<file path="config.mk">
export PLATFORM = sky130hd
export DESIGN_NAME = mrb_reset_straps
export DESIGN_NICKNAME = d
export VERILOG_FILES = /design/src/mrb_pkg.sv /design/src/mrb_pin_sync.sv /design/src/mrb_reset_straps.sv
export VERILOG_INCLUDE_DIRS = /design/src /design/src/src
export SDC_FILE = /design/constraint.sdc
export NUM_CORES = 1
export LEC_CHECK = 0
export BUFFER_PORTS_ARGS = -buffer_cell sky130_fd_sc_hd__buf_4
export CAP_MARGIN = 20
export CORE_UTILIZATION = 39
export CTS_BUF_LIST = sky130_fd_sc_hd__clkbuf_2
export DETAILED_ROUTE_END_ITERATION = 16
export GPL_TIMING_DRIVEN = 0
export PLACE_DENSITY = 0.7
export SYNTH_ARGS = -nofsm -noshare
export SYNTH_HDL_FRONTEND = slang
export SYNTH_SLANG_ARGS = --single-unit
</file>
<file path="constraint.sdc">
create_clock -name clk -period 1.9 [get_ports clk]
set_clock_uncertainty 0.05 [all_clocks]
set_input_delay 0.095 -clock clk [delete_from_list [all_inputs] [get_ports clk]]
set_output_delay 0.095 -clock clk [all_outputs]
set_load 0.05 [all_outputs]
</file>
<file path="src/mrb_params.svh">
`ifndef MRB_PARAMS_SVH
`define MRB_PARAMS_SVH

// Clock period
`define MRB_CLK_PERIOD_NS 10

// Time the reset line is held low after power-on reset ends
`define MRB_POR_HOLD_NS 1000

// Hold time in cycles, rounded up, at least one
`define MRB_POR_HOLD_CYC \
   (((`MRB_POR_HOLD_NS + `MRB_CLK_PERIOD_NS - 1) / `MRB_CLK_PERIOD_NS) < 1 ? \
    1 : ((`MRB_POR_HOLD_NS + `MRB_CLK_PERIOD_NS - 1) / `MRB_CLK_PERIOD_NS))

// Hold counter width
`define MRB_CNT_W 16

// Field positions in the synchroniser vector
`define MRB_SYN_EXTRST 0
`define MRB_SYN_DLSTRAP 1
`define MRB_SYN_DBGA 2
`define MRB_SYN_DBGB 3
`define MRB_SYN_CTS 4
`define MRB_SYN_W 5

// Idle level of the synchronised pins: all pulled high except the straps
`define MRB_SYN_RESET 5'h11

// Reset values of the captured straps
`define MRB_DL_RESET 1'h0
`define MRB_DBG_RESET 2'h0

`endif

</file>
<file path="src/mrb_pkg.sv">
package mrb_pkg;

   typedef enum logic [3:0] {
      MRB_POR = 4'h1,
      MRB_HOLD = 4'h2,
      MRB_RUN = 4'h4,
      MRB_EXTRST = 4'h8
   } mrb_phase_type;

   typedef struct packed {
      logic downloadWait;
      logic [1:0] debugCfg;
   } mrb_straps_type;

   typedef struct packed {
      logic resetOe;
      logic flowOe;
      logic flowOut;
      logic [1:0] debugOe;
      logic [1:0] debugOut;
   } mrb_pins_type;

   typedef struct packed {
      mrb_phase_type phase;
      logic [15:0] count;
      mrb_straps_type straps;
      mrb_pins_type pins;
      logic moduleReset;
      logic memInit;
      logic bootNormal;
   } mrb_state_type;

endpackage

</file>
<file path="src/mrb_pin_sync.sv">
`timescale 1ns/1ps
`default_nettype none

module mrb_pin_sync #(
   parameter int W = 1,
   parameter logic [W-1:0] INIT = '0
) (
   // Clock and reset
   input wire logic clk,
   input wire logic rst,
   // Asynchronous pins in, stable values out
   input wire logic [W-1:0] pinIn,
   output logic [W-1:0] pinOut
);

   typedef struct packed {
      logic [W-1:0] s1;
      logic [W-1:0] s2;
      logic [W-1:0] s3;
      logic [W-1:0] stable;
   } mrb_sync_type;

   mrb_sync_type st_reg;
   mrb_sync_type st_next;

   always_comb begin
      st_next = st_reg;
      st_next.s1 = pinIn;
      st_next.s2 = st_reg.s1;
      st_next.s3 = st_reg.s2;
      // Only the later two stages are compared; s1 may be metastable
      for (int i = 0; i < W; i++) begin
         if (st_reg.s2[i] == st_reg.s3[i]) begin
            st_next.stable[i] = st_reg.s3[i];
         end
      end
   end

   always_ff @(posedge clk) begin
      if (rst) begin
         st_reg <= {INIT, INIT, INIT, INIT};
      end else begin
         st_reg <= st_next;
      end
   end

   assign pinOut = st_reg.stable;

endmodule

`default_nettype wire

</file>
<file path="src/mrb_reset_straps.sv">
`include "mrb_params.svh"
`timescale 1ns/1ps
`default_nettype none

module mrb_reset_straps #(
   parameter int unsigned HOLD_CYC = `MRB_POR_HOLD_CYC
) (
   // Clock and internal power-on reset
   input wire logic clk,
   input wire logic rst,
   // Shared open-drain reset line, active low
   input wire logic extResetNIn,
   output logic extResetNOut,
   output logic extResetNOe,
   // Internal pull-down requests on the reset line
   input wire logic rtcResetReq,
   input wire logic vmonResetReq,
   // Download strap pin, second serial flow output afterwards
   input wire logic downloadStrapPinIn,
   output logic downloadStrapPinOut,
   output logic downloadStrapPinOe,
   // Debug configuration strap pins, a in bit 0, b in bit 1
   input wire logic [1:0] debugCfgStrapIn,
   output logic [1:0] debugCfgStrapOut,
   output logic [1:0] debugCfgStrapOe,
   // Serial flow control, pin side
   input wire logic clearToSendNIn,
   // Core side
   input wire logic debugPortEn,
   input wire logic [1:0] debugPinValue,
   input wire logic serialRxReady,
   output logic serialTxAllowed,
   output logic moduleReset,
   output logic memInit,
   output logic bootNormal,
   output mrb_pkg::mrb_straps_type straps
);
   import mrb_pkg::*;

   localparam logic [15:0] HOLD_LAST = 16'(HOLD_CYC - 1);

   mrb_state_type st_reg;
   mrb_state_type st_next;
   logic [`MRB_SYN_W-1:0] pinsRaw;
   logic [`MRB_SYN_W-1:0] pinsSync;
   logic lineLow;
   logic capture;
   // Hold period counted out; our own low is being let go
   logic holdDone;
   // We still drive the line for power-on
   logic porDrive;
   // Either on-module source wants the line low
   logic internalPull;

   assign pinsRaw = {clearToSendNIn, debugCfgStrapIn[1], debugCfgStrapIn[0],
                     downloadStrapPinIn, extResetNIn};

   mrb_pin_sync #(
      .W(`MRB_SYN_W),
      .INIT(`MRB_SYN_RESET)
   ) u_sync (
      .clk(clk),
      .rst(rst),
      .pinIn(pinsRaw),
      .pinOut(pinsSync)
   );

   // Wired-AND: anyone pulling low wins, including our own drivers
   assign lineLow = ~pinsSync[`MRB_SYN_EXTRST];

   always_comb begin
      st_next = st_reg;
      capture = 1'b0;
      holdDone = 1'b0;
      porDrive = 1'b0;
      internalPull = 1'b0;
      case (st_reg.phase)
         MRB_POR: begin
            // Reset has just released; start the hold period
            st_next.phase = MRB_HOLD;
            st_next.count = '0;
         end
         MRB_HOLD: begin
            if (st_reg.count != HOLD_LAST) begin
               st_next.count = st_reg.count + 16'h0001;
            end else if (!lineLow) begin
               // Our own low must leave the synchroniser first,
               // else RUN would see it and reset the module again
               st_next.phase = MRB_RUN;
               capture = 1'b1;
            end
         end
         MRB_RUN: begin
            if (lineLow) begin
               st_next.phase = MRB_EXTRST;
            end
         end
         MRB_EXTRST: begin
            if (!lineLow) begin
               st_next.phase = MRB_RUN;
               capture = 1'b1;
            end
         end
         default: begin
            st_next.phase = MRB_POR;
            st_next.count = '0;
         end
      endcase

      // Straps are frozen except on the release cycle
      if (capture) begin
         st_next.straps.downloadWait = pinsSync[`MRB_SYN_DLSTRAP];
         st_next.straps.debugCfg[0] = pinsSync[`MRB_SYN_DBGA];
         st_next.straps.debugCfg[1] = pinsSync[`MRB_SYN_DBGB];
      end

      st_next.moduleReset = (st_next.phase != MRB_RUN);
      // Memory init only on power-on, never on the external line
      st_next.memInit = (st_next.phase == MRB_POR) ||
                        (st_next.phase == MRB_HOLD);
      st_next.bootNormal = (st_next.phase == MRB_RUN) &&
                           !st_next.straps.downloadWait;

      // Power-on drive plus RTC and monitor pull-downs
      // Drive is let go once the count is done; the phase then waits
      // for the line to read back high, so a host still pulling low
      // simply stretches the power-on phase
      holdDone = (st_next.count == HOLD_LAST);
      porDrive = (st_next.phase == MRB_POR) ||
                 ((st_next.phase == MRB_HOLD) && !holdDone);
      internalPull = rtcResetReq || vmonResetReq;
      st_next.pins.resetOe = porDrive || internalPull;

      // Strap pin stays an input until straps are taken
      st_next.pins.flowOe = (st_next.phase == MRB_RUN);
      // Low means ready to receive
      st_next.pins.flowOut = ~serialRxReady;

      // Debug pins are left floating for the strap sample
      if ((st_next.phase == MRB_RUN) && debugPortEn) begin
         st_next.pins.debugOe = 2'h3;
      end else begin
         st_next.pins.debugOe = 2'h0;
      end
      st_next.pins.debugOut = debugPinValue;
   end

   always_ff @(posedge clk) begin
      if (rst) begin
         st_reg.phase <= MRB_POR;
         st_reg.count <= '0;
         st_reg.straps.downloadWait <= `MRB_DL_RESET;
         st_reg.straps.debugCfg <= `MRB_DBG_RESET;
         st_reg.pins.resetOe <= 1'b1;
         st_reg.pins.flowOe <= 1'b0;
         st_reg.pins.flowOut <= 1'b1;
         st_reg.pins.debugOe <= 2'h0;
         st_reg.pins.debugOut <= 2'h0;
         st_reg.moduleReset <= 1'b1;
         st_reg.memInit <= 1'b1;
         st_reg.bootNormal <= 1'b0;
      end else begin
         st_reg <= st_next;
      end
   end

   // Open drain: only ever drives low
   assign extResetNOut = 1'b0;
   assign extResetNOe = st_reg.pins.resetOe;
   assign downloadStrapPinOut = st_reg.pins.flowOut;
   assign downloadStrapPinOe = st_reg.pins.flowOe;
   assign debugCfgStrapOut = st_reg.pins.debugOut;
   assign debugCfgStrapOe = st_reg.pins.debugOe;
   // Peer's clear-to-send is active low
   assign serialTxAllowed = ~pinsSync[`MRB_SYN_CTS];
   assign moduleReset = st_reg.moduleReset;
   assign memInit = st_reg.memInit;
   assign bootNormal = st_reg.bootNormal;
   assign straps = st_reg.straps;

endmodule

`default_nettype wire

</file>
## Word level (Yosys, flattened, before mapping)

Index checks and enable logic that the tools add are counted.

- Bits in registers: 53

- Add/subtract/negate cells: 1
- Equal/unequal tests: 15
- Muxes and demuxes: 11
- Bitwise operators: 2
- Reduce and logical (&&, ||, !) cells: 10

Operator list:

| kind | count |
|---|---|
| $pmux W16 S2 | 1 |
| $add A16 B1 Y16 const B | 1 |
| $eq A16 B7 Y1 const B | 1 |
| $mux W16 | 1 |
| $ne A16 B7 Y1 const B | 1 |
| $pmux W4 S4 | 1 |
| $mux W4 | 3 |
| $eq A4 B1 Y1 const B | 2 |
| $eq A4 B2 Y1 const B | 2 |
| $eq A4 B3 Y1 const B | 2 |
| $eq A1 B1 Y1 | 5 |
| $eq A4 B4 Y1 const B | 1 |
| $logic_or A1 B1 Y1 | 4 |
| $ne A4 B3 Y1 const B | 1 |
| $logic_and A1 B1 Y1 | 3 |
| $mux W3 | 1 |
| $logic_not A1 Y1 | 2 |
| $mux W1 | 2 |
| $mux W2 | 1 |
| $not A1 Y1 | 2 |
| $pmux W1 S2 | 1 |
| $reduce_or A2 Y1 | 1 |

## Longest topological paths before layout

Gate-level depths: netlist (run 1).

- Depth in word-level cells: 8
- Depth in mapped cells: 9
- Depth with buffers taken out: 8

## Modules after synthesis

From an unflattened synthesis (run 1), not the netlist that was laid out.

- Cell total of the unflattened synthesis: 285
- Area, all modules: 2423.6 µm²

By module, submodules not included:

| module | times used | cells an instance | area an instance (µm²) |
|---|---|---|---|
| mrb_reset_straps | 1 | 228 | 1795.5 |
| mrb_pin_sync | 1 | 57 | 628.1 |

## Worst setup path after synthesis (run 1)

No wires, ideal clock.

- Path kind: register to register
- Start: reg st_reg[13] (netlist bit)
- End: reg st_reg (netlist bit extResetNOe)
- Setup time: 0.120 ns
- Arrival time: 1.897 ns
- Required time: 1.730 ns
- Path slack: -0.167 ns
- Stages on the path, launching flop included: 9
- Buffers on the path: 0
- Path through: dfxtp_1 > ha_1 > and4b_1 > nand4_1 > and2_1 > a22oi_1 > and4bb_1 > nand4b_1 > o31a_1

- Longest elaborated chain between the ends: 8

Ends and longest elaborated chain:

| what | line | source |
|---|---|---|
| start, declared | mrb_reset_straps.sv:42 | `mrb_state_type st_reg;` |
| start signal, assigned | mrb_reset_straps.sv:163 | `st_reg <= st_next;` |
| $add A16 B1 Y16 or $ne A16 B7 Y1 (tied branches) | mrb_reset_straps.sv:85, mrb_reset_straps.sv:84 |  |
| $mux W16 | mrb_reset_straps.sv:84 | `if (st_reg.count != HOLD_LAST) begin` |
| $pmux W16 S2 | mrb_reset_straps.sv:77 | `case (st_reg.phase)` |
| $eq A16 B7 Y1 | mrb_reset_straps.sv:128 | `holdDone = (st_next.count == HOLD_LAST);` |
| $logic_not A1 Y1 | mrb_reset_straps.sv:130 | `((st_next.phase == MRB_HOLD) && !holdDone);` |
| $logic_and A1 B1 Y1 | mrb_reset_straps.sv:130 |  |
| $logic_or A1 B1 Y1 * | mrb_reset_straps.sv:129 | `porDrive = (st_next.phase == MRB_POR) \|\|` |
| $logic_or A1 B1 Y1 * | mrb_reset_straps.sv:132 | `st_next.pins.resetOe = porDrive \|\| internalPull;` |

Mark *: on every way between the ends. The rest lies on a longest branch, timed or not.
A chain may end at the register's enable or synchronous reset.

## Final worst setup path (run 1)

- Start: reg st_reg[21] (netlist bit)
- End: reg st_reg (netlist bit extResetNOe)

Same word-level chain as after synthesis.

==> results of run 1 <==
## per-layer routing
metal | global-route usage (%) | vias up | wire [um]
li1 | - | 1031 | -
met3 | 3.49 | 10 | 306
met5 | 0 | - | 0
met2 | 31.7 | 76 | 2800
met4 | 7.59 | 0 | 112
met1 | 23.3 | 997 | 2430
## cells in the final DEF (no fill, tap or decap), types with 4 or more instances in the layout
| cell type | count |
|---|---|
| dlygate4sd3_1 | 15 |
| and3_1 | 4 |
| o21ai_0 | 5 |
| clkbuf_2 | 5 |
| dfxtp_1 | 40 |
| inv_1 | 5 |
| nand2_1 | 15 |
| buf_4 | 50 |
| a21oi_1 | 9 |
| clkbuf_1 | 5 |
| nor2_1 | 29 |
| buf_6 | 5 |
| nor2_2 | 5 |
| nand4_1 | 5 |
| dfxtp_4 | 6 |
| a21oi_2 | 4 |
| nand3_1 | 9 |
| o21ai_1 | 6 |
| or2_2 | 7 |
| dfxtp_2 | 6 |
| nor2b_1 | 12 |
| a31oi_1 | 5 |
## per-stage QoR
stage / cell area (um2) / setup TNS, ps / util, % / setup WS, ps / hold slack (ps)
after floorplan: 2260 / -110 / - / -110 / 119
after global placement: 2540 / -1420 / 45.9 / -470 / 214
after detailed placement: 2540 / -1850 / 45.9 / -456 / 219
after CTS: 2960 / -798 / 53.4 / -202 / 269
after global routing: 3190 / -1070 / 57.6 / -275 / 275
final: 3190 / -455 / 57.6 / -208 / 296
## layout make-up
type | instances | area share [%]
Multi-Input combinational cell | 179 | 40.5
Sequential cell | 52 | 33.6
Timing Repair Buffer | 62 | 16.3
Buffer | 19 | 4.98
Tap cell | 72 | 2.82
Clock buffer | 5 | 0.784
Inverter | 5 | 0.588
Clock inverter | 2 | 0.510
## logic make-up (layout without fill, tap and decap cells)
kind of cell / after synthesis / after routing
buffers and inverters: 27 / 93
adders and majority gates: 1 / 1
xor gates and xnor gates: 3 / 3
and+or+nand+nor: 119 / 119
DFF: 52 / 52
muxes: 5 / 5
AOI/OAI and AO/OA: 50 / 50
other: 1 / 1
## power by group through the flow
stage	Combinational [mW]	Sequential [mW]	Clock (mW)
2_1_floorplan	0.159	1.21	0
3_3_place_gp	0.253	1.18	0
3_5_place_dp	0.256	1.18	0
4_1_cts	0.379	1.15	0.466
5_1_grt	0.483	1.16	0.501
6_report	0.451	1.15	0.444
## critical path, stage by stage, from the launching register on
cell,delay [ps]
dfxtp_1,520
nand4_1,260
nor4_2,430
nor2_1,110
a221oi_2,230
nand3_1,130
o31a_1,310
## timing repair
item,CTS,global route
endpoints found under the setup margin,19,21
pin swaps,5,14
hold buffers,15,0
resized for setup,38,50
gates cloned,2,0
setup buffers,14,6
endpoints found under the hold margin,11,0
## path summary, 6_finish.rpt
path / depth (start not counted) / endpoint / start
hold reg to reg: 1 / u_sync.st_next[9] / u_sync.st_next[14]
setup reg to reg: 6 / extResetNOe / st_reg[21]
hold / removal: 3 / downloadStrapPinOut / serialRxReady
setup / recovery: 6 / extResetNOe / st_reg[21]
==> impl_metrics.py, run 1 <==
metrics = {
    "outcome": {
        "run_status": "finished with violations",
        "violations": "negative setup slack",
    },
    "floorplan": {
        "pin_count": 28,
        "die_w_um": 78.1,
        "die_area_um2": 6100,
        "fp.coreArea_um2": 5540,
        "num_rows": 27,
        "initial_core_util_pct": 40.8,
        "die_h_um": 78.1,
    },
    "global_routing": {
        "grt_overflow": 0,
        "track_usage_pct": 18.7,
        "grt_pass1_wl_mm": 9.10,
        "grt_max_degree": 17,
        "grt_antenna_before_repair": 0,
        "first_global_vias": 1954,
    },
    "sta": {
        "fmax_mhz": 474,
        "setup_slack_ps": -208,
        "setup_viol": 6,
        "tightestPinTransition_ps": 555,
        "post-route-min-period_ps": 2110,
        "hold_violations": 0,
        "fin_crit_sh_pct": 111,
        "slew_headroom_pct": 63.0,
        "rsz0062_at_grt": "true",
        "drv_slew": 0,
    },
    "synth": {
        "yosysMostFrequentCell": "dfxtp_1",
        "synth_top_cell_by_area": "dfxtp_1",
        "synth_cell_types": 46,
        "avgSynthCellArea_um2": 8.75,
        "yosysWarnings": 0,
        "syn_nets": 272,
        "synth_ff_type": "dfxtp_1",
        "ys_ff_latch": 52,
        "synth_xor_area_share_pct": 1.16,
        "yosys.area_share.simple_pct": 28.7,
        "synth.top_cell.area_share_pct": 46.1,
        "ys_async_sr_fraction_pct": 0,
        "synth_commonest_cells": "dfxtp_1 (52), nor2_1 (35), nand2_1 (15)",
        "synth_compound_area_share_pct": 13.4,
        "muxShareOfSynthArea_pct": 2.27,
        "synthCells": 258,
        "syn_area_um2": 2260,
        "synth_edf_count": 0,
        "seq_area_frac_synth_pct": 46.1,
        "synth_top_family_by_area": "simple AND/OR/NAND/NOR gates",
        "synthAdderAreaFrac_pct": 0.554,
        "synth_area_leaders": "dfxtp_1 (46%), nor2_1 (5.8%), buf_4 (3.3%)",
    },
    "place": {
        "place_inst": 355,
        "numPortBuffers": 25,
        "dp_hpwl_mm": 3.30,
        "place_congestion": 0.892,
    },
    "finish": {
        "multi_input_area_um2": 1290,
        "largest_reg_flops": 20,
        "stdcell_count": 396,
        "area_growth_pct": 41.3,
        "nFillCells": 478,
        "drive_gt1_share_pct": 39.8,
        "antenna_cells": 0,
        "layout.nets": 338,
        "seq_area_um2": 1070,
    },
    "clock_tree": {
        "cts.sinks": 52,
        "cts_max_path_buffers": 2,
        "clock_latency_ps": 420,
        "cts_made_buffers": 5,
        "cts_root_buffer": "clkbuf_2",
        "h-tree-depth": 2,
        "path_clk_slew_ps": 260,
        "cts_tree": "built",
    },
    "power": {
        "comb_power_share_pct": 22.0,
        "p_leak_nw": 1.28,
        "internal_power_mw": 1.44,
        "seq_power_share_pct": 56.3,
        "ir_worst_vdd_v": 0.000524,
        "powerDensity_nw_per_um2": 642,
        "total_power_mw": 2.05,
        "clockPowerShare_pct": 21.7,
        "p_sw_share_pct": 29.8,
        "power_switching_uw": 611,
    },
    "detailed_routing": {
        "wl_per_cell_um": 14.3,
        "totalWireLength_mm": 5.65,
        "dr.first_iter.drc_count": 230,
        "drt_pass1_iterations": 4,
        "antenna_left": 0,
        "viasPerCell": 5.34,
        "drc": 0,
        "num_vias": 2114,
    },
    "hold_path": {
        "hold_class": "input port to flop",
    },
    "setup_path": {
        "timing.critical_path.required_ps": 2210,
        "critPathCaptureType": "flop",
        "path_max_fanout": 5,
        "crit_type": "flop to flop",
        "worstPathArrival_ps": 2410,
        "rrSetupSlack_ps": -210,
        "cp-start-kind": "flop",
    },
    "job": {
        "maxCapViolCount": 0,
    },
}
Note: power is estimated with default switching activity, not from simulation.
==> inputs of run 2 (changes only) <==
--- a/config.mk
+++ b/config.mk
@@ -6,13 +6,15 @@
 export SDC_FILE = /design/constraint.sdc
 export NUM_CORES = 1
 export LEC_CHECK = 0
+export ABC_AREA = 1
 export BUFFER_PORTS_ARGS = -buffer_cell sky130_fd_sc_hd__buf_4
 export CAP_MARGIN = 20
 export CORE_UTILIZATION = 39
 export CTS_BUF_LIST = sky130_fd_sc_hd__clkbuf_2
 export DETAILED_ROUTE_END_ITERATION = 16
+export GPL_ROUTABILITY_DRIVEN = 0
 export GPL_TIMING_DRIVEN = 0
-export PLACE_DENSITY = 0.7
+export PLACE_DENSITY = 0.69
 export SYNTH_ARGS = -nofsm -noshare
 export SYNTH_HDL_FRONTEND = slang
 export SYNTH_SLANG_ARGS = --single-unit
==> run 2 against run 1 <==
  * The run now ends clean
  * Global-route usage decreased by 1.0 points
  * Maximum frequency up 17%
  * Critical path depth is 8 higher
  * Core utilization down 7.7 points
  * Setup slack improved by 310 ps
  * Die area rose by 5.7%
==> impl_metrics.py, run 2 <==
metrics = {
    "outcome": {
        "run_status": "finished clean",
    },
    "synth": {
        "syn_nets": 368,
        "synth_cell_types": 24,
        "synth_top_cell_by_area": "dfxtp_1",
        "avgSynthCellArea_um2": 6.75,
        "synth_commonest_cells": "nand2_1 (80), nor2_1 (58), dfxtp_1 (52)",
        "synth_area_leaders": "dfxtp_1 (44%), nand2_1 (13%), nor2_1 (9.1%)",
        "synthCells": 354,
        "yosysWarnings": 0,
        "synth_ff_type": "dfxtp_1",
        "synth_edf_count": 0,
        "ys_async_sr_fraction_pct": 0,
        "syn_area_um2": 2390,
        "yosysMostFrequentCell": "nand2_1",
        "synth.top_cell.area_share_pct": 43.6,
        "ys_ff_latch": 52,
        "seq_area_frac_synth_pct": 43.6,
    },
    "setup_path": {
        "cp_cell_sequence": "ha_4, nand2_2, nor2_4, buf_4, nand3b_1, nand2_1, nand3_1, nand2_1, nor2_1, nand2_1, nor2_1, nand2_1, nand2_1, nand2_1",
        "slowest_delay_ps": 400,
        "critPathCaptureType": "flop",
        "crit_type": "flop to flop",
        "worst_path_max_delay_cell": "dfxtp_2",
        "path_max_fanout": 7,
        "rrSetupSlack_ps": 100,
        "r2r_start": "st_reg[13]",
        "worstPathArrival_ps": 2130,
        "rr_endpoint": "extResetNOe",
        "cpMostUsedCell": "nand2_1",
        "cp-start-kind": "flop",
        "r2r_cells": 14,
        "timing.critical_path.required_ps": 2220,
    },
    "clock_tree": {
        "h-tree-depth": 2,
        "clock_latency_ps": 440,
        "cts_max_path_buffers": 2,
        "cts_made_buffers": 5,
        "cts.sinks": 52,
        "cts_tree": "built",
        "path_clk_slew_ps": 270,
        "cts_root_buffer": "clkbuf_2",
    },
    "sta": {
        "tightestPinTransition_ps": 545,
        "setup_viol": 0,
        "slew_headroom_pct": 63.7,
        "hold_violations": 0,
        "fin_crit_sh_pct": 94.8,
        "drv_slew": 0,
        "fmax_mhz": 555,
        "rsz0062_at_grt": "false",
        "post-route-min-period_ps": 1800,
        "final.setup.tns_ps": 0,
    },
    "finish": {
        "antenna_cells": 0,
        "final_common_cell": "nand2_1",
        "stdcell_count": 480,
        "drive_gt1_share_pct": 19.3,
        "layout_common_cells": "nand2_1 (79), nor2_1 (52), inv_1 (50), dfxtp_1 (46), buf_4 (40)",
        "layout.nets": 418,
        "design_area_um2": 2960,
        "area_growth_pct": 23.8,
        "finalCoreUtilization_pct": 50.0,
        "largest_reg_flops": 20,
    },
    "detailed_routing": {
        "antenna_left": 0,
        "wl_per_cell_um": 11.1,
        "drt_pass1_iterations": 6,
        "totalWireLength_mm": 5.32,
        "dr.first_iter.drc_count": 154,
        "drc": 0,
        "viasPerCell": 4.69,
        "num_vias": 2251,
    },
    "floorplan": {
        "die_h_um": 80.3,
        "die_w_um": 80.3,
        "num_rows": 28,
        "initial_core_util_pct": 40.4,
        "pin_count": 28,
        "fp.coreArea_um2": 5920,
        "die_area_um2": 6440,
    },
    "place": {
        "place_inst": 455,
        "dp_hpwl_mm": 3.75,
        "placed_cell_area_um2": 2680,
        "numPortBuffers": 26,
    },
    "job": {
        "maxCapViolCount": 0,
    },
    "power": {
        "powerDensity_nw_per_um2": 644,
        "ir_worst_vdd_v": 0.000391,
        "total_power_mw": 1.91,
        "p_leak_nw": 1.37,
    },
    "hold_path": {
        "whs_path_depth": 3,
        "hold_end": "u_sync.st_next[10]",
        "hold_class": "input port to flop",
        "min_from": "extResetNIn",
    },
    "global_routing": {
        "grt_pass1_wl_mm": 8.80,
        "grt_max_degree": 17,
        "first_global_vias": 2098,
        "grt_overflow": 0,
        "grt_antenna_before_repair": 0,
        "track_usage_pct": 17.7,
    },
}
==> run 2: changes by cell type in the layout (fill, tap and decap cells not counted), sizes merged, moves of 5 or more <==
cell	previous run	this run
nor2	35	62
a31oi	5	0
and3	5	0
nand3	10	36
nand2	15	81
nor2b	12	0
buf	57	43
inv	6	51
==> run 2: worst max-delay path by stage <==
stage / from / end / slack (ps) / cells past startpoint
finish: st_reg[13] / extResetNOe / 100 / 14
global route: st_reg[13] / extResetNOe / 5 / 12
CTS: st_reg[13] / extResetNOe / 5 / 12
detailed placement: st_reg[13] / extResetNOe / -60 / 12
global placement: st_reg[13] / extResetNOe / -40 / 12
floorplan: st_reg[13] / extResetNOe / 270 / 12
==> run 2: kinds of logic after synthesis <==
kind of cell | Yosys count | share of synthesized area [%]
AO/OA/AOI/OAI | 35 | 7.75
XOR/XNOR | 1 | 0.367
adder cells (fa/ha/maj) | 1 | 0.523
buffers and inverters | 69 | 12.6
flip-flops | 52 | 43.6
other | 1 | 0.157
AND/OR/NAND/NOR | 195 | 35.0
==> run 2: layout make-up <==
class,instances,area (um2)
clock buffer,6,30.0
inverter,51,191
clock inverter,2,38.8
fill,600,2960
timing repair buffer,43,355
sequential,52,1050
multi-input combinational,233,1090
buffer,18,113
tap,75,93.8
==> run 2: metal layers <==
metal,GRT usage [%],routed length (um),vias up
li1,-,-,1192
met1,20.9,2430,1005
met2,31.5,2590,47
met3,4.66,231,7
met4,4.46,61,0
met5,0,0,-
==> run 2: critical path: cells and delay by family (launching register included) <==
family / cells / cell delay [ps]
adders and majority gates: 1 / 180
buffers and inverters: 1 / 130
DFF: 1 / 400
and+or+nand+nor: 12 / 990
==> run 2: per-stage QoR <==
step | setup WS (ps) | hold WS, ps
after floorplan | 267 | 115
final | 97.9 | 327
after global routing | 4.85 | 272
after global placement | -42.0 | 213
after CTS | 4.63 | 294
after detailed placement | -57.2 | 223
==> run 2: repair_timing <==
action,CTS,global route
hold endpoints to repair,17,0
hold buffers,13,0
setup buffers,4,0
pin swaps,1,4
setup endpoints to repair,1,1
resized for setup,4,15
==> run 2: power by group <==
part	switching [mW]	leakage (nW)	total, mW	internal, mW
clock	0.367	0.0436	0.600	0.233
sequential	0.0108	0.426	1.13	1.12
combinational	0.0981	0.897	0.172	0.0740
total	0.476	1.37	1.91	1.43
==> inputs of run 3 (changes only) <==
--- a/config.mk
+++ b/config.mk
@@ -17,4 +17,5 @@
 export PLACE_DENSITY = 0.69
 export SYNTH_ARGS = -nofsm -noshare
 export SYNTH_HDL_FRONTEND = slang
+export SYNTH_HIERARCHICAL = 1
 export SYNTH_SLANG_ARGS = --single-unit
==> run 3 against run 2 <==
  * Final area increased by 5.5%
  * Cell count increased by 3.8%
  * Non-clock buffer count increased by 6
  * Count of clock-buffer cells in the layout decreased by 1
  * Flip-flop and latch count unchanged
  * Critical path depth decreased by 1
  * Sequential power about the same
  * Core utilization increased by 1.5 points
  * First-iteration DRC count decreased by 21%
  * Register-to-register slack about the same
  * Wire length decreased by 0.26%
  * Critical path type unchanged
==> impl_metrics.py, run 3 <==
metrics = {
    "sta": {
        "fin_crit_sh_pct": 94.3,
        "hold_violations": 0,
        "drv_slew": 0,
        "slew_headroom_pct": 66.5,
        "setup_slack_ps": 109,
        "fmax_mhz": 558,
        "post-route-min-period_ps": 1790,
        "tightestPinTransition_ps": 502,
        "setup_viol": 0,
    },
    "detailed_routing": {
        "totalWireLength_mm": 5.30,
        "wl_per_cell_um": 10.6,
        "drc": 0,
        "drt_pass1_iterations": 4,
        "viasPerCell": 4.65,
        "antenna_left": 0,
        "num_vias": 2317,
        "dr.first_iter.drc_count": 121,
    },
    "setup_path": {
        "cp-start-kind": "flop",
        "cp_cell_sequence": "ha_1, buf_6, nand2_4, nor2_4, nand3_2, nand3_2, o21ai_2, nor2_2, nand2_1, nor2_1, nand2_1, nand2_1, nand2_1",
        "cp_num_buf_inv": 1,
        "critical_path_depth": 13,
        "worstPathArrival_ps": 2090,
        "worst_path_max_delay_cell": "dfxtp_4",
        "critPathCaptureType": "flop",
        "r2r_cells": 13,
        "path_max_fanout": 5,
        "cpMostUsedCell": "nand2_1",
        "rr_endpoint": "extResetNOe",
        "crit_type": "flop to flop",
        "timing.critical_path.required_ps": 2200,
        "slowest_delay_ps": 420,
        "rrSetupSlack_ps": 110,
        "crit_family": "simple AND/OR/NAND/NOR gates",
        "r2r_start": "st_reg[13]",
    },
    "global_routing": {
        "grt_pass1_wl_mm": 8.89,
        "met1_usage_pct": 19.3,
        "met2_usage_pct": 32.5,
        "track_usage_pct": 17.2,
        "first_global_vias": 2097,
        "grt_antenna_before_repair": 0,
        "grt_max_degree": 18,
        "grtUsageMet3_pct": 3.30,
        "gr-max-usage-layer": "met2",
        "grt_overflow": 0,
    },
    "synth": {
        "synth_cell_types": 29,
        "synth_area_leaders": "dfxtp_1 (42%), nand2_1 (12%), nor2_1 (9.9%)",
        "avgSynthCellArea_um2": 6.77,
        "synthCells": 370,
        "synth_ff_type": "dfxtp_1",
        "synth.top_cell.area_share_pct": 41.5,
        "yosysWarnings": 6,
        "syn_nets": 384,
        "ys_ff_latch": 52,
        "seq_area_frac_synth_pct": 41.5,
        "syn_area_um2": 2510,
        "ys_async_sr_fraction_pct": 0,
        "synth_commonest_cells": "nand2_1 (81), nor2_1 (66), dfxtp_1 (52)",
        "synth_top_cell_by_area": "dfxtp_1",
        "yosysMostFrequentCell": "nand2_1",
        "synth_edf_count": 0,
    },
    "clock_tree": {
        "cts.sinks": 52,
        "h-tree-depth": 2,
        "cts_root_buffer": "clkbuf_2",
        "clock_latency_ps": 410,
        "path_clk_slew_ps": 260,
        "cts_made_buffers": 5,
        "cts_tree": "built",
        "cts_max_path_buffers": 2,
    },
    "finish": {
        "drive_gt1_share_pct": 22.0,
        "antenna_cells": 0,
        "design_area_um2": 3120,
        "largest_reg_flops": 20,
        "layout_common_cells": "nand2_1 (80), nor2_1 (61), inv_1 (51), dfxtp_1 (44), buf_4 (43)",
        "final_common_cell": "nand2_1",
        "layout.nets": 436,
        "finalCoreUtilization_pct": 51.5,
        "area_growth_pct": 24.5,
    },
    "floorplan": {
        "pin_count": 28,
        "die_area_um2": 6750,
        "initial_core_util_pct": 41.4,
        "num_rows": 28,
        "die_h_um": 82.2,
        "die_w_um": 82.2,
        "fp.coreArea_um2": 6060,
    },
    "place": {
        "detailedPlace.worstSlack_ps": -87.8,
        "numPortBuffers": 26,
        "placed_cell_area_um2": 2800,
        "dp_hpwl_mm": 3.92,
    },
    "hold_path": {
        "whs_path_depth": 3,
        "hold_end": "st_reg[13]",
        "hold_class": "input port to flop",
        "min_from": "rst",
    },
    "power": {
        "total_power_mw": 1.78,
        "powerDensity_nw_per_um2": 569,
        "p_leak_nw": 1.44,
        "ir_worst_vdd_v": 0.000505,
    },
    "job": {
        "maxCapViolCount": 0,
    },
    "outcome": {
        "run_status": "finished clean",
    },
}
-- run 3: cell families (layout without fill, tap and decap cells) --
| logic type | after synthesis | after routing | share of synthesized area [%] |
|---|---|---|---|
| and+or+nand+nor | 205 | 205 | 35.5 |
| buffers and inverters | 76 | 129 | 14.4 |
| DFF | 52 | 52 | 41.5 |
| AOI/OAI and AO/OA | 33 | 33 | 7.14 |
| adders and majority gates | 1 | 1 | 0.499 |
| other | 1 | 1 | 0.150 |
| xor gates and xnor gates | 1 | 1 | 0.350 |
| muxes | 1 | 1 | 0.399 |
-- run 3: worst reg2reg max path: cells and delay by family, from the launching register on --
| kind | cells | cell delay, ps |
|---|---|---|
| flops | 1 | 420 |
| simple gates | 10 | 920 |
| fa+ha+maj | 1 | 160 |
| buf+inv | 1 | 120 |
| compound gates | 1 | 60 |
-- run 3: worst max path at each step --
stage	to	startpoint	slack [ps]
after floorplan	extResetNOe	st_reg[13]	260
after global placement	extResetNOe	st_reg[13]	-50
after detailed placement	extResetNOe	st_reg[13]	-90
after CTS	extResetNOe	st_reg[13]	10
after global routing	extResetNOe	st_reg[14]	-30
final	extResetNOe	st_reg[13]	110
-- run 3: power by group --
group          leakage, nW  switching [mW]  internal, mW
Clock               0.0314           0.349        0.0979
Sequential           0.428          0.0144          1.12
Combinational        0.979           0.105        0.0893
Total                 1.44           0.468          1.31
-- run 3: final cells by class --
type	instances	area [um2]
Clock buffer	5	25.0
Sequential cell	52	1060
Clock inverter	3	21.3
Fill cell	626	2940
Inverter	54	203
Tap cell	75	93.8
Timing Repair Buffer	45	388
Multi-Input combinational cell	242	1160
Buffer	22	171
-- run 3: through the flow --
step                      setup TNS [ps]  instances  hold slack (ps)
after floorplan                        0        370              114
after global placement             -54.2        471              225
after detailed placement           -87.8        471              218
after CTS                              0        494              302
after global routing               -29.8        498              295
final                                  0        498              339
-- run 3: layer usage --
| layer | wire length [um] | share of wire [%] |
|---|---|---|
| met4 | 35 | 0.66 |
| met5 | 0 | 0 |
| met1 | 2320 | 44 |
| met3 | 173 | 3.3 |
| met2 | 2770 | 52 |
-- run 3: repair_timing --
action / in CTS / in global routing
setup endpoints to repair: 1 / 4
pin swaps: 0 / 5
endpoints found under the hold margin: 22 / 0
resized for setup: 6 / 25
hold buffers: 15 / 0
buffers inserted: 0 / 4
